`src/trig_io_pkg.sv`:
```
// Constants, types and reset values for the camera trigger I/O block.
// Assumes a 50 MHz pclk and an APB master with 32-bit data.
package trig_io_pkg;
  // Clock period and derived cycle counts
  localparam int CLK_NS = 20;
  localparam int STRETCH_NS = 50;
  localparam int STRETCH_CYC = (STRETCH_NS + CLK_NS - 1) / CLK_NS;
  localparam int PULSE_NS = 500;
  localparam int PULSE_CYC = PULSE_NS / CLK_NS;
  localparam int US_NS = 1000;
  localparam int US_CYC = US_NS / CLK_NS;
  localparam logic [1:0] STRETCH_LOAD = 2'(STRETCH_CYC - 1);
  localparam logic [4:0] PULSE_LOAD = 5'(PULSE_CYC);
  localparam logic [5:0] US_LAST = 6'(US_CYC - 1);
  // Sensor readout time and largest offset, in microseconds
  localparam logic [20:0] READOUT_US = 21'h00E7E;
  localparam logic [10:0] OFFSET_MAX_US = 11'h739;
  // Register byte addresses
  localparam logic [7:0] ADDR_CTRL = 8'h00;
  localparam logic [7:0] ADDR_INT = 8'h04;
  localparam logic [7:0] ADDR_SCANS = 8'h08;
  localparam logic [7:0] ADDR_OFFSET = 8'h0C;
  localparam logic [7:0] ADDR_CMD = 8'h10;
  localparam logic [7:0] ADDR_STATUS = 8'h14;
  // Status field positions
  localparam int STAT_OUT_EN = 3;
  localparam int STAT_ARMED = 4;
  localparam int STAT_ACQ = 5;
  localparam int STAT_PEND = 6;
  localparam int STAT_XFER = 7;
  // Reset values of the parameters
  localparam logic [20:0] RST_INT_US = 21'h003E8;
  localparam logic [15:0] RST_SCANS = 16'h0001;
  typedef enum logic [2:0] {
    MODE_SW_START = 3'b000, MODE_HW_START = 3'b001,
    MODE_HW_ENABLE = 3'b010, MODE_SINGLE = 3'b011,
    MODE_EXT_SYNC = 3'b100
  } mode_type;
  typedef enum logic [2:0] {
    CMD_NONE = 3'b000, CMD_OUT_ON = 3'b001, CMD_OUT_OFF = 3'b010,
    CMD_START = 3'b011, CMD_STOP = 3'b100
  } cmd_type;
  typedef enum logic [2:0] {
    ST_CALC = 3'b000, ST_RUN = 3'b001, ST_READY = 3'b010,
    ST_INTEG = 3'b011, ST_READOUT = 3'b100, ST_XFER = 3'b101
  } state_type;
  // APB request and answer
  typedef struct packed {
    logic psel; logic penable; logic pwrite;
    logic [7:0] paddr; logic [31:0] pwdata;
  } apb_in_type;
  typedef struct packed {
    logic [31:0] prdata; logic pready; logic pslverr;
  } apb_out_type;
  // Whole state of the controller
  typedef struct packed {
    state_type state; mode_type mode; cmd_type pend_cmd;
    logic [20:0] int_us; logic [15:0] scans; logic [10:0] offset_us;
    logic out_en; logic pend; logic [1:0] str_cnt; logic str;
    logic sync1; logic sync2; logic sync_prev; logic [5:0] us_div;
    logic [20:0] frame_us; logic [20:0] frame_len; logic armed;
    logic acquiring; logic [15:0] frames; logic [4:0] pulse_cnt;
    logic trig_out; logic xfer_req; logic [31:0] prdata;
  } ctl_type;
  localparam ctl_type CTL_RESET = '{state: ST_CALC, mode: MODE_SW_START,
    pend_cmd: CMD_NONE, int_us: RST_INT_US, scans: RST_SCANS,
    default: '0};
endpackage

```
`src/trig_io_ctrl.sv`:
```
// Trigger input conditioning, frame timing and trigger output pulse.
// Assumes an APB master on pclk and a host that fetches frame data.
//
// The APB interface to the registers and the placing of the registers are this design's own decisions.
`timescale 1ns/1ps
module trig_io_ctrl (
  input logic pclk,
  input logic presetn,
  input trig_io_pkg::apb_in_type apb_in,
  output trig_io_pkg::apb_out_type apb_out,
  input logic trig_in,
  input logic data_fetched,
  output logic trig_out,
  output logic xfer_req
);
  trig_io_pkg::ctl_type st_reg; // Registered state
  trig_io_pkg::ctl_type st_next; // Next state
  logic acc; // APB access phase
  logic bad; // Refused access
  logic cfg_wr; // Accepted parameter write
  logic cmd_wr; // Command write, queued
  logic exec; // Queued command runs now
  logic edge_seen; // Synchronised rising edge
  logic tick; // One microsecond elapsed
  logic fire; // Output pulse event
  logic frame_end; // Frame closes this cycle
  logic [20:0] tpos; // Output position in frame

  // Mapped register addresses
  function automatic logic addr_ok(input logic [7:0] a);
    return a inside {trig_io_pkg::ADDR_CTRL, trig_io_pkg::ADDR_INT,
      trig_io_pkg::ADDR_SCANS, trig_io_pkg::ADDR_OFFSET,
      trig_io_pkg::ADDR_CMD, trig_io_pkg::ADDR_STATUS};
  endfunction

  // Parameter registers whose write reconfigures timing
  function automatic logic is_cfg(input logic [7:0] a);
    return a inside {trig_io_pkg::ADDR_CTRL, trig_io_pkg::ADDR_INT,
      trig_io_pkg::ADDR_SCANS, trig_io_pkg::ADDR_OFFSET};
  endfunction

  // Microsecond in the frame at which the output fires
  function automatic logic [20:0] trig_at(input logic [20:0] iu,
    input logic [20:0] fl, input logic [10:0] off);
    logic [20:0] pos;
    pos = fl - iu;
    if (iu >= trig_io_pkg::READOUT_US)
      trig_at = 21'h000000;
    else if ({10'h000, off} > pos)
      trig_at = 21'h000000;
    else
      trig_at = pos - {10'h000, off};
  endfunction

  // Bus decode; zero-wait access, data prepared in setup
  assign acc = apb_in.psel & apb_in.penable;
  assign bad = !addr_ok(apb_in.paddr) | (apb_in.pwrite
    & is_cfg(apb_in.paddr) & (st_reg.state == trig_io_pkg::ST_XFER));
  assign cfg_wr = acc & apb_in.pwrite & !bad & is_cfg(apb_in.paddr);
  assign cmd_wr = acc & apb_in.pwrite
    & (apb_in.paddr == trig_io_pkg::ADDR_CMD);
  assign apb_out.pready = acc;
  assign apb_out.pslverr = acc & bad;
  assign apb_out.prdata = st_reg.prdata;
  assign edge_seen = st_reg.sync2 & !st_reg.sync_prev;
  assign tick = st_reg.us_div == trig_io_pkg::US_LAST;
  // Commands are held back while data awaits the host
  assign exec = st_reg.pend & (st_reg.state != trig_io_pkg::ST_XFER)
    & (st_reg.state != trig_io_pkg::ST_CALC);
  assign tpos = trig_at(st_reg.int_us, st_reg.frame_len,
    st_reg.offset_us);
  assign trig_out = st_reg.trig_out;
  assign xfer_req = st_reg.xfer_req;

  // Next-state logic
  always_comb
  begin
    st_next = st_reg;
    fire = 1'b0;
    frame_end = 1'b0;
    // Read data captured in the setup cycle
    if (apb_in.psel & !apb_in.penable & !apb_in.pwrite)
    begin
      case (apb_in.paddr)
        trig_io_pkg::ADDR_CTRL: st_next.prdata = {29'h0, st_reg.mode};
        trig_io_pkg::ADDR_INT: st_next.prdata = {11'h0, st_reg.int_us};
        trig_io_pkg::ADDR_SCANS: st_next.prdata = {16'h0, st_reg.scans};
        trig_io_pkg::ADDR_OFFSET:
          st_next.prdata = {21'h0, st_reg.offset_us};
        trig_io_pkg::ADDR_STATUS:
        begin
          st_next.prdata = {st_reg.frames, 13'h0, st_reg.state};
          st_next.prdata[trig_io_pkg::STAT_OUT_EN] = st_reg.out_en;
          st_next.prdata[trig_io_pkg::STAT_ARMED] = st_reg.armed;
          st_next.prdata[trig_io_pkg::STAT_ACQ] = st_reg.acquiring;
          st_next.prdata[trig_io_pkg::STAT_PEND] = st_reg.pend;
          st_next.prdata[trig_io_pkg::STAT_XFER] = st_reg.xfer_req;
        end
        default: st_next.prdata = 32'h0; // Command and holes
      endcase
    end
    // Stretch short input pulses so the sampler cannot miss them
    st_next.str = trig_in | (st_reg.str_cnt != 2'h0);
    if (trig_in)
      st_next.str_cnt = trig_io_pkg::STRETCH_LOAD;
    else if (st_reg.str_cnt != 2'h0)
      st_next.str_cnt = st_reg.str_cnt - 2'h1;
    // Two flops before anything looks at the input
    st_next.sync1 = st_reg.str;
    st_next.sync2 = st_reg.sync1;
    st_next.sync_prev = st_reg.sync2;
    // Microsecond timebase
    st_next.us_div = tick ? 6'h00 : st_reg.us_div + 6'h01;
    if (st_reg.pulse_cnt != 5'h00)
      st_next.pulse_cnt = st_reg.pulse_cnt - 5'h01;
    // Run the queued command
    if (exec)
    begin
      st_next.pend = 1'b0;
      case (st_reg.pend_cmd)
        trig_io_pkg::CMD_OUT_ON: st_next.out_en = 1'b1;
        trig_io_pkg::CMD_OUT_OFF: st_next.out_en = 1'b0;
        trig_io_pkg::CMD_START:
        begin
          st_next.armed = 1'b1;
          st_next.frames = 16'h0;
          // Capture starts at once except in hardware start and single shot, which wait
          st_next.acquiring = (st_reg.mode != trig_io_pkg::MODE_HW_START)
            & (st_reg.mode != trig_io_pkg::MODE_SINGLE);
        end
        trig_io_pkg::CMD_STOP:
        begin
          st_next.armed = 1'b0;
          st_next.acquiring = 1'b0;
        end
        default: ;
      endcase
    end
    // A new command after the run one is kept, not lost
    if (cmd_wr)
    begin
      st_next.pend = 1'b1;
      st_next.pend_cmd = trig_io_pkg::cmd_type'(apb_in.pwdata[2:0]);
    end
    // Frame sequencer
    case (st_reg.state)
      // Work out the shutter frame length by adding repetitions
      trig_io_pkg::ST_CALC:
      begin
        if (st_reg.int_us >= trig_io_pkg::READOUT_US)
          st_next.frame_len = st_reg.int_us;
        else if (st_reg.frame_len < trig_io_pkg::READOUT_US)
          st_next.frame_len = st_reg.frame_len + st_reg.int_us;
        if (st_next.frame_len >= trig_io_pkg::READOUT_US)
        begin
          st_next.frame_us = 21'h0;
          st_next.us_div = 6'h00;
          if (st_reg.mode == trig_io_pkg::MODE_SINGLE)
            st_next.state = trig_io_pkg::ST_READY;
          else
          begin
            st_next.state = trig_io_pkg::ST_RUN;
            fire = (st_reg.mode != trig_io_pkg::MODE_EXT_SYNC)
              & (trig_at(st_reg.int_us, st_next.frame_len,
              st_reg.offset_us) == 21'h0);
          end
        end
      end
      // Free-running or externally synchronised frames, also while data waits for the host except in single shot
      trig_io_pkg::ST_RUN, trig_io_pkg::ST_XFER:
      begin
        if (st_reg.mode == trig_io_pkg::MODE_EXT_SYNC)
        begin
          if (tick & ~&st_reg.frame_us)
            st_next.frame_us = st_reg.frame_us + 21'h1;
          // Edge after a full readout time closes the frame
          if (edge_seen & (st_reg.frame_us >= trig_io_pkg::READOUT_US))
          begin
            frame_end = 1'b1;
            fire = 1'b1;
            st_next.frame_us = 21'h0;
          end
        end
        else if (st_reg.mode != trig_io_pkg::MODE_SINGLE & tick)
        begin
          if (st_reg.frame_us == st_reg.frame_len - 21'h1)
          begin
            frame_end = 1'b1;
            st_next.frame_us = 21'h0;
          end
          else
            st_next.frame_us = st_reg.frame_us + 21'h1;
          fire = st_next.frame_us == tpos;
        end
        // Hardware start turns an armed run into a capture
        if (st_reg.mode == trig_io_pkg::MODE_HW_START & st_reg.armed
          & edge_seen)
          st_next.acquiring = 1'b1;
        // Enable mode counts only frames ending with input high
        if (frame_end & st_reg.acquiring
          & (st_reg.state == trig_io_pkg::ST_RUN)
          & ((st_reg.mode != trig_io_pkg::MODE_HW_ENABLE)
          | st_reg.sync2))
        begin
          st_next.frames = st_reg.frames + 16'h1;
          if (st_next.frames == st_reg.scans)
          begin
            st_next.state = trig_io_pkg::ST_XFER;
            st_next.xfer_req = 1'b1;
            st_next.acquiring = 1'b0;
            st_next.armed = 1'b0;
          end
        end
        if ((st_reg.state == trig_io_pkg::ST_XFER) & data_fetched)
        begin
          st_next.xfer_req = 1'b0;
          st_next.state = (st_reg.mode == trig_io_pkg::MODE_SINGLE) ?
            trig_io_pkg::ST_READY : trig_io_pkg::ST_RUN;
        end
      end
      // Clean and ready: in single shot, only here does an edge start a frame
      trig_io_pkg::ST_READY:
      begin
        if (st_reg.armed & edge_seen)
        begin
          st_next.state = trig_io_pkg::ST_INTEG;
          st_next.frame_us = 21'h0;
          st_next.us_div = 6'h00;
          fire = tpos == 21'h0;
        end
      end
      // Single-shot integration
      trig_io_pkg::ST_INTEG:
      begin
        if (tick)
        begin
          if (st_reg.frame_us == st_reg.frame_len - 21'h1)
          begin
            st_next.state = trig_io_pkg::ST_READOUT;
            st_next.frame_us = 21'h0;
            st_next.frames = st_reg.frames + 16'h1;
          end
          else
          begin
            st_next.frame_us = st_reg.frame_us + 21'h1;
            fire = st_next.frame_us == tpos;
          end
        end
      end
      // Readout dead time, edges ignored
      trig_io_pkg::ST_READOUT:
      begin
        if (tick)
        begin
          st_next.frame_us = st_reg.frame_us + 21'h1;
          if (st_reg.frame_us == trig_io_pkg::READOUT_US - 21'h1)
          begin
            st_next.frame_us = 21'h0;
            st_next.state = trig_io_pkg::ST_READY;
            if (st_reg.frames == st_reg.scans)
            begin
              st_next.state = trig_io_pkg::ST_XFER;
              st_next.xfer_req = 1'b1;
              st_next.armed = 1'b0;
            end
          end
        end
      end
      default: st_next.state = trig_io_pkg::ST_CALC;
    endcase
    // Parameter write: store and restart the frame timing
    if (cfg_wr)
    begin
      case (apb_in.paddr)
        trig_io_pkg::ADDR_CTRL:
          st_next.mode = (apb_in.pwdata[2:0] > 3'h4) ?
            trig_io_pkg::MODE_SW_START :
            trig_io_pkg::mode_type'(apb_in.pwdata[2:0]);
        trig_io_pkg::ADDR_INT:
          st_next.int_us = (apb_in.pwdata[20:0] == 21'h0) ? 21'h1 :
            apb_in.pwdata[20:0];
        trig_io_pkg::ADDR_SCANS:
          st_next.scans = (apb_in.pwdata[15:0] == 16'h0) ? 16'h1 :
            apb_in.pwdata[15:0];
        default:
          st_next.offset_us =
            (apb_in.pwdata[10:0] > trig_io_pkg::OFFSET_MAX_US) ?
            trig_io_pkg::OFFSET_MAX_US : apb_in.pwdata[10:0];
      endcase
      st_next.state = trig_io_pkg::ST_CALC;
      st_next.frame_us = 21'h0;
      st_next.frame_len = 21'h0;
      st_next.us_div = 6'h00;
      st_next.armed = 1'b0;
      st_next.acquiring = 1'b0;
      st_next.frames = 16'h0;
      // A restart drops a run whose count closes in the same cycle
      st_next.xfer_req = 1'b0;
      fire = 1'b0;
    end
    // Output pulse; a disable cuts it so nothing leaks out
    if (!st_next.out_en)
      st_next.pulse_cnt = 5'h00;
    else if (fire)
      st_next.pulse_cnt = trig_io_pkg::PULSE_LOAD;
    st_next.trig_out = st_next.pulse_cnt != 5'h00;
  end

  // State register
  always_ff @(posedge pclk or negedge presetn)
  begin
    if (!presetn)
      st_reg <= trig_io_pkg::CTL_RESET;
    else
      st_reg <= st_next;
  end

  // Length of the current output high time, for checking
  logic [5:0] hi_cnt;
  always_ff @(posedge pclk or negedge presetn)
  begin
    if (!presetn)
      hi_cnt <= 6'h00;
    else
      hi_cnt <= st_reg.trig_out ? hi_cnt + 6'h01 : 6'h00;
  end
endmodule

```
`config.mk`:
```
export PLATFORM = sky130hd
export DESIGN_NAME = trig_io_ctrl
export DESIGN_NICKNAME = d
export VERILOG_FILES = /design/src/trig_io_pkg.sv /design/src/trig_io_ctrl.sv
export SDC_FILE = /design/constraint.sdc
export NUM_CORES = 1
export LEC_CHECK = 0
export BUFFER_PORTS_ARGS = -buffer_cell sky130_fd_sc_hd__buf_2
export CORE_AREA = 2 2 236 238
export DETAILED_ROUTE_END_ITERATION = 7
export DIE_AREA = 0 0 238 240
export PLACE_DENSITY = 0.5
export SYNTH_ARGS = -nofsm -noshare
export SYNTH_HDL_FRONTEND = slang
export SYNTH_SLANG_ARGS = --single-unit
```
`constraint.sdc`:
```
create_clock -name pclk -period 9.1 [get_ports pclk]
set_clock_uncertainty 0.1 [all_clocks]
set_input_delay 0.455 -clock pclk [delete_from_list [all_inputs] [get_ports pclk]]
set_output_delay 0.455 -clock pclk [all_outputs]
set_load 0.05 [all_outputs]
```
# After elaboration in Yosys (flattened, before gate mapping)

Cells that the tools add are included.
W data, S select, Z words.

Add/subtract/negate cells: 11
Magnitude comparators: 8
Equal/unequal tests: 40
Multiplexer cells: 91
Bitwise logic cells: 29
Reduce and logical (&&, ||, !) cells: 33

Operator list:

| kind                    | count |
|---|---|
| $mux W21                | 23 |
| $pmux W32 S5            | 1 |
| $pmux W21 S5            | 1 |
| $mux W66                | 1 |
| $mux W16                | 4 |
| $eq A21 B21 Y1          | 3 |
| $ge A21 B12 Y1 const B  | 3 |
| $logic_not A21 Y1       | 3 |
| $mux W27                | 2 |
| $gt A11 B21 Y1          | 2 |
| $sub A21 B11 Y21        | 2 |
| $sub A21 B21 Y21        | 2 |
| $mux W18                | 2 |
| $mux W3                 | 12 |
| $eq A16 B16 Y1          | 2 |
| $pmux W16 S2            | 1 |
| $ne A3 B3 Y1 const B    | 9 |
| $mux W1                 | 26 |
| $and A1 B1 Y1           | 25 |
| $add A21 B1 Y21 const B | 1 |
| $add A21 B21 Y21        | 1 |
| $eq A21 B12 Y1 const B  | 1 |
| $lt A21 B12 Y1 const B  | 1 |
| $reduce_and A21 Y1      | 1 |
| 44 further kinds        | 83 |

Bits in registers: 170
Bits of input ports: 47
Output and inout port bits: 36
Logic and storage cells: 235

# Depth between registers and ports, before layout

Depth after elaboration: 20
Mapped depth: 30
Mapped depth without buffers: 28

# Worst setup path before layout

No wires, ideal clock.

Path kind: register -> register
Start point: register st_reg[70] in the netlist's numbering
End point: register st_reg[35] in the netlist's numbering
Library setup time: 0.124 ns
Arrival: 5.480 ns
Required time: 8.876 ns
Setup slack: 3.396 ns
Stages on the path, launching flop included: 31
Buffers on the path: 2
Period minus slack after synthesis: 5.704 ns
Cell sequence: dfrtp_1 buf_2 or4_1 nor3_2 o21ai_1 clkbuf_1 nand2_1 o211ai_1 o21ai_0 ha_1 inv_1 fa_1 a21oi_1 nand4b_1 a21boi_1 o21a_1 nor2_1 xnor2_1 ha_1 inv_1 a221oi_1 and4_1 o2111ai_1 nor4_1 nand4_1 a211o_1 o21ai_0 nand4_1 nand3_1 a2111oi_1 or2_1

RTL lines:

| element                  | line                | text |
|---|---|---|
| start: declaration       | trig_io_ctrl.sv:16  | `trig_io_pkg::ctl_type st_reg;` |
| start signal: assignment | trig_io_ctrl.sv:313 | `st_reg <= trig_io_pkg::CTL_RESET;` |
| start signal: assignment | trig_io_ctrl.sv:315 | `st_reg <= st_next;` |

==> impl_metrics.py <==
metrics = {
    "grt": {
        "grt_antenna_before_repair": 1,
        "grt_overflow": 0,
        "gr-usage-all-layers_pct": 21.6,
        "grt_max_degree": 61,
        "grt_pass1_vias": 15600,
        "grt_first_pass_wirelength_um": 94800,
    },
    "power": {
        "powerDensity_nw_per_um2": 183,
        "ir_drop_mv": 0.108,
        "total_power_uw": 3280,
        "p_leak_uw": 0.00741,
    },
    "synthesis": {
        "synth-seq-cells": 170,
        "yosys.area_share.simple_pct": 25.5,
        "synth_top_area_share_pct": 24.4,
        "synth_common_cells": "nand2_1, nor2_1, dfrtp_1",
        "netlist_area_um2": 16700,
        "synth_top_family_by_area": "simple AND/OR/NAND/NOR gates",
        "synth_edf_count": 0,
        "synth_compound_area_share_pct": 24.3,
        "ys_warn_count": 0,
        "synth.net_count": 2312,
        "synth_area_per_cell_um2": 7.71,
        "synth.most_common_cell": "nand2_1",
        "synth_xor_area_share_pct": 8.25,
        "synthDistinctLibCells": 106,
        "yosysTopAreaCell": "dfrtp_1",
        "ys_seq_area_share_pct": 25.5,
        "yosys.area_share.adder_pct": 7.40,
        "async_flop_share_pct": 100,
        "synthFlopType": "dfrtp_1",
        "synth_mux_area_share_pct": 2.11,
        "synth_area_leaders": "dfrtp_1, ha_1, xnor2_1, nand2_1, o21ai_0",
        "syn_inst": 2169,
    },
    "timing": {
        "worst_slew_pin_slew_ns": 1.04,
        "relSlewSlack_pct": 30.6,
        "drv_slew": 0,
        "layout_worst_path_cycle_share_pct": 84.4,
        "setup_violations": 0,
        "finalSetupTns_ns": 0,
        "fin_crit_ns": 7.68,
        "fin_ws_ns": 1.42,
        "clock.fmax_ghz": 0.130,
        "finalHoldViolCount": 0,
        "rsz0062_at_grt": "no",
    },
    "flow_run": {
        "maxCapViolations": 0,
    },
    "floorplan": {
        "rows": 86,
        "dieArea_um2": 57100,
        "core_um2": 54700,
        "io_pins": 83,
        "die_h_um": 240,
        "start_util_pct": 30.6,
        "die_w_um": 238,
    },
    "placed_design": {
        "dp.cells": 2803,
        "port_buffers": 71,
        "gp_congestion": 0.918,
        "pre_cts_slack_ns": 1.56,
        "dp_hpwl_um": 48900,
    },
    "setup_path": {
        "critPathCaptureType": "flop",
        "arrival_ns": 7.93,
        "start_kind": "flop",
        "crit_family": "compound AO/OA/AOI/OAI gates",
        "required_ns": 9.35,
        "cpMaxStageDelayCell": "o21ai_0",
        "timing.critical_path.mode_cell": "inv_1",
        "crit_type": "flop to flop",
        "critPathBufInv": 3,
        "max_stage_delay_ns": 0.70,
        "crit_fanout": 14,
    },
    "min_path": {
        "hold_path.class": "input port to flop",
    },
    "detailed_routing": {
        "drtAntennaViolNets": 0,
        "routed_wirelength_um": 62700,
        "dr_total_vias": 16500,
        "routedWlPerCell_um": 22.1,
        "drc": 0,
        "first_iter_violations": 1354,
        "first_pass_iters": 6,
        "routed_via_density": 5.84,
    },
    "cts": {
        "numCtsBuffers": 17,
        "ctsRootBufferMaster": "clkbuf_16",
        "clock_latency_ns": 0.48,
        "cts_tree": "done",
        "htree_num_levels": 4,
        "clock_tree.buffer_depth": 2,
        "post_cts_resized": 0,
        "clkTransAtPathRegs_ns": 0.07,
        "cts_sinks": 170,
    },
    "status": {
        "status": "complete, no violations",
    },
    "final_layout": {
        "drive_gt1_share_pct": 9.58,
        "largest_reg_flops": 133,
        "final_util_pct": 32.9,
        "fin_nets": 2262,
        "antennaDiodeCount": 0,
        "area_growth_syn_to_layout_pct": 7.35,
        "final-instance-count-excl-fill": 2834,
    },
}
-- metal layers --
layer | part of all wire, % | GRT usage [%] | up-vias
met4 | 3.0 | 7.48 | 0
met1 | 46 | 30.5 | 8176
met2 | 45 | 33.8 | 543
met5 | 0 | 0 | -
met3 | 6.0 | 2.99 | 77
li1 | - | - | 7753
-- cells by family after synthesis --
| group | count (synthesis) |
|---|---|
| simple gates | 850 |
| mux | 33 |
| buf+inv | 252 |
| xor+xnor | 156 |
| flops | 170 |
| fa+ha+maj | 96 |
| compound gates | 612 |
-- cell usage in the layout, fill, tap and decap left out, types with 68 or more instances in the layout --
master and instances:
o21ai_0 151, dfrtp_1 163, ha_1 91, nand3_1 68
nand2_1 229, a21oi_1 142, xnor2_1 108, nor2_1 197
buf_2 70, nor3_1 83, inv_1 88
-- worst paths after layout --
path                              startpoint           end  slack (ns)  depth (start not counted)
worst max-delay path             st_reg[145]    st_reg[35]        1.42                         26
worst min-delay path                 trig_in   st_reg[109]        0.05                          2
worst max register to register   st_reg[145]    st_reg[35]        1.42                         26
worst min register to register  st_next[106]  st_next[105]        0.26                          0
max in group asynchronous            presetn    st_reg[92]        7.28                          3
min in group asynchronous            presetn   apb_out[29]        0.42                          2
-- stage by stage --
step	instance area, µm²	hold slack [ns]
after floorplan	16700	0.0594
after global placement	17400	0.243
after detailed placement	17400	0.246
after CTS	18000	0.0387
after global routing	18000	0.0596
final	18000	0.0526
-- power breakdown --
group	internal [µW]	switching, µW	leakage, µW
combinational	509	959	0.00504
clock	434	348	0.000293
sequential	836	196	0.00208
-- final cells by class --
cell class / instances / area, µm²
tap: 704 / 881
timing repair buffer: 92 / 522
fill: 5817 / 36700
multi-input combinational: 1747 / 11400
sequential: 170 / 4260
clock buffer: 18 / 429
inverter: 91 / 342
clock inverter: 12 / 168
-- repair_timing --
action | 4_1_cts | 5_1_grt
buffers inserted | 0 | 0
hold buffers | 1 | 0
hold endpoints to repair | 55 | 0
Power figures use the tool's default switching activity.
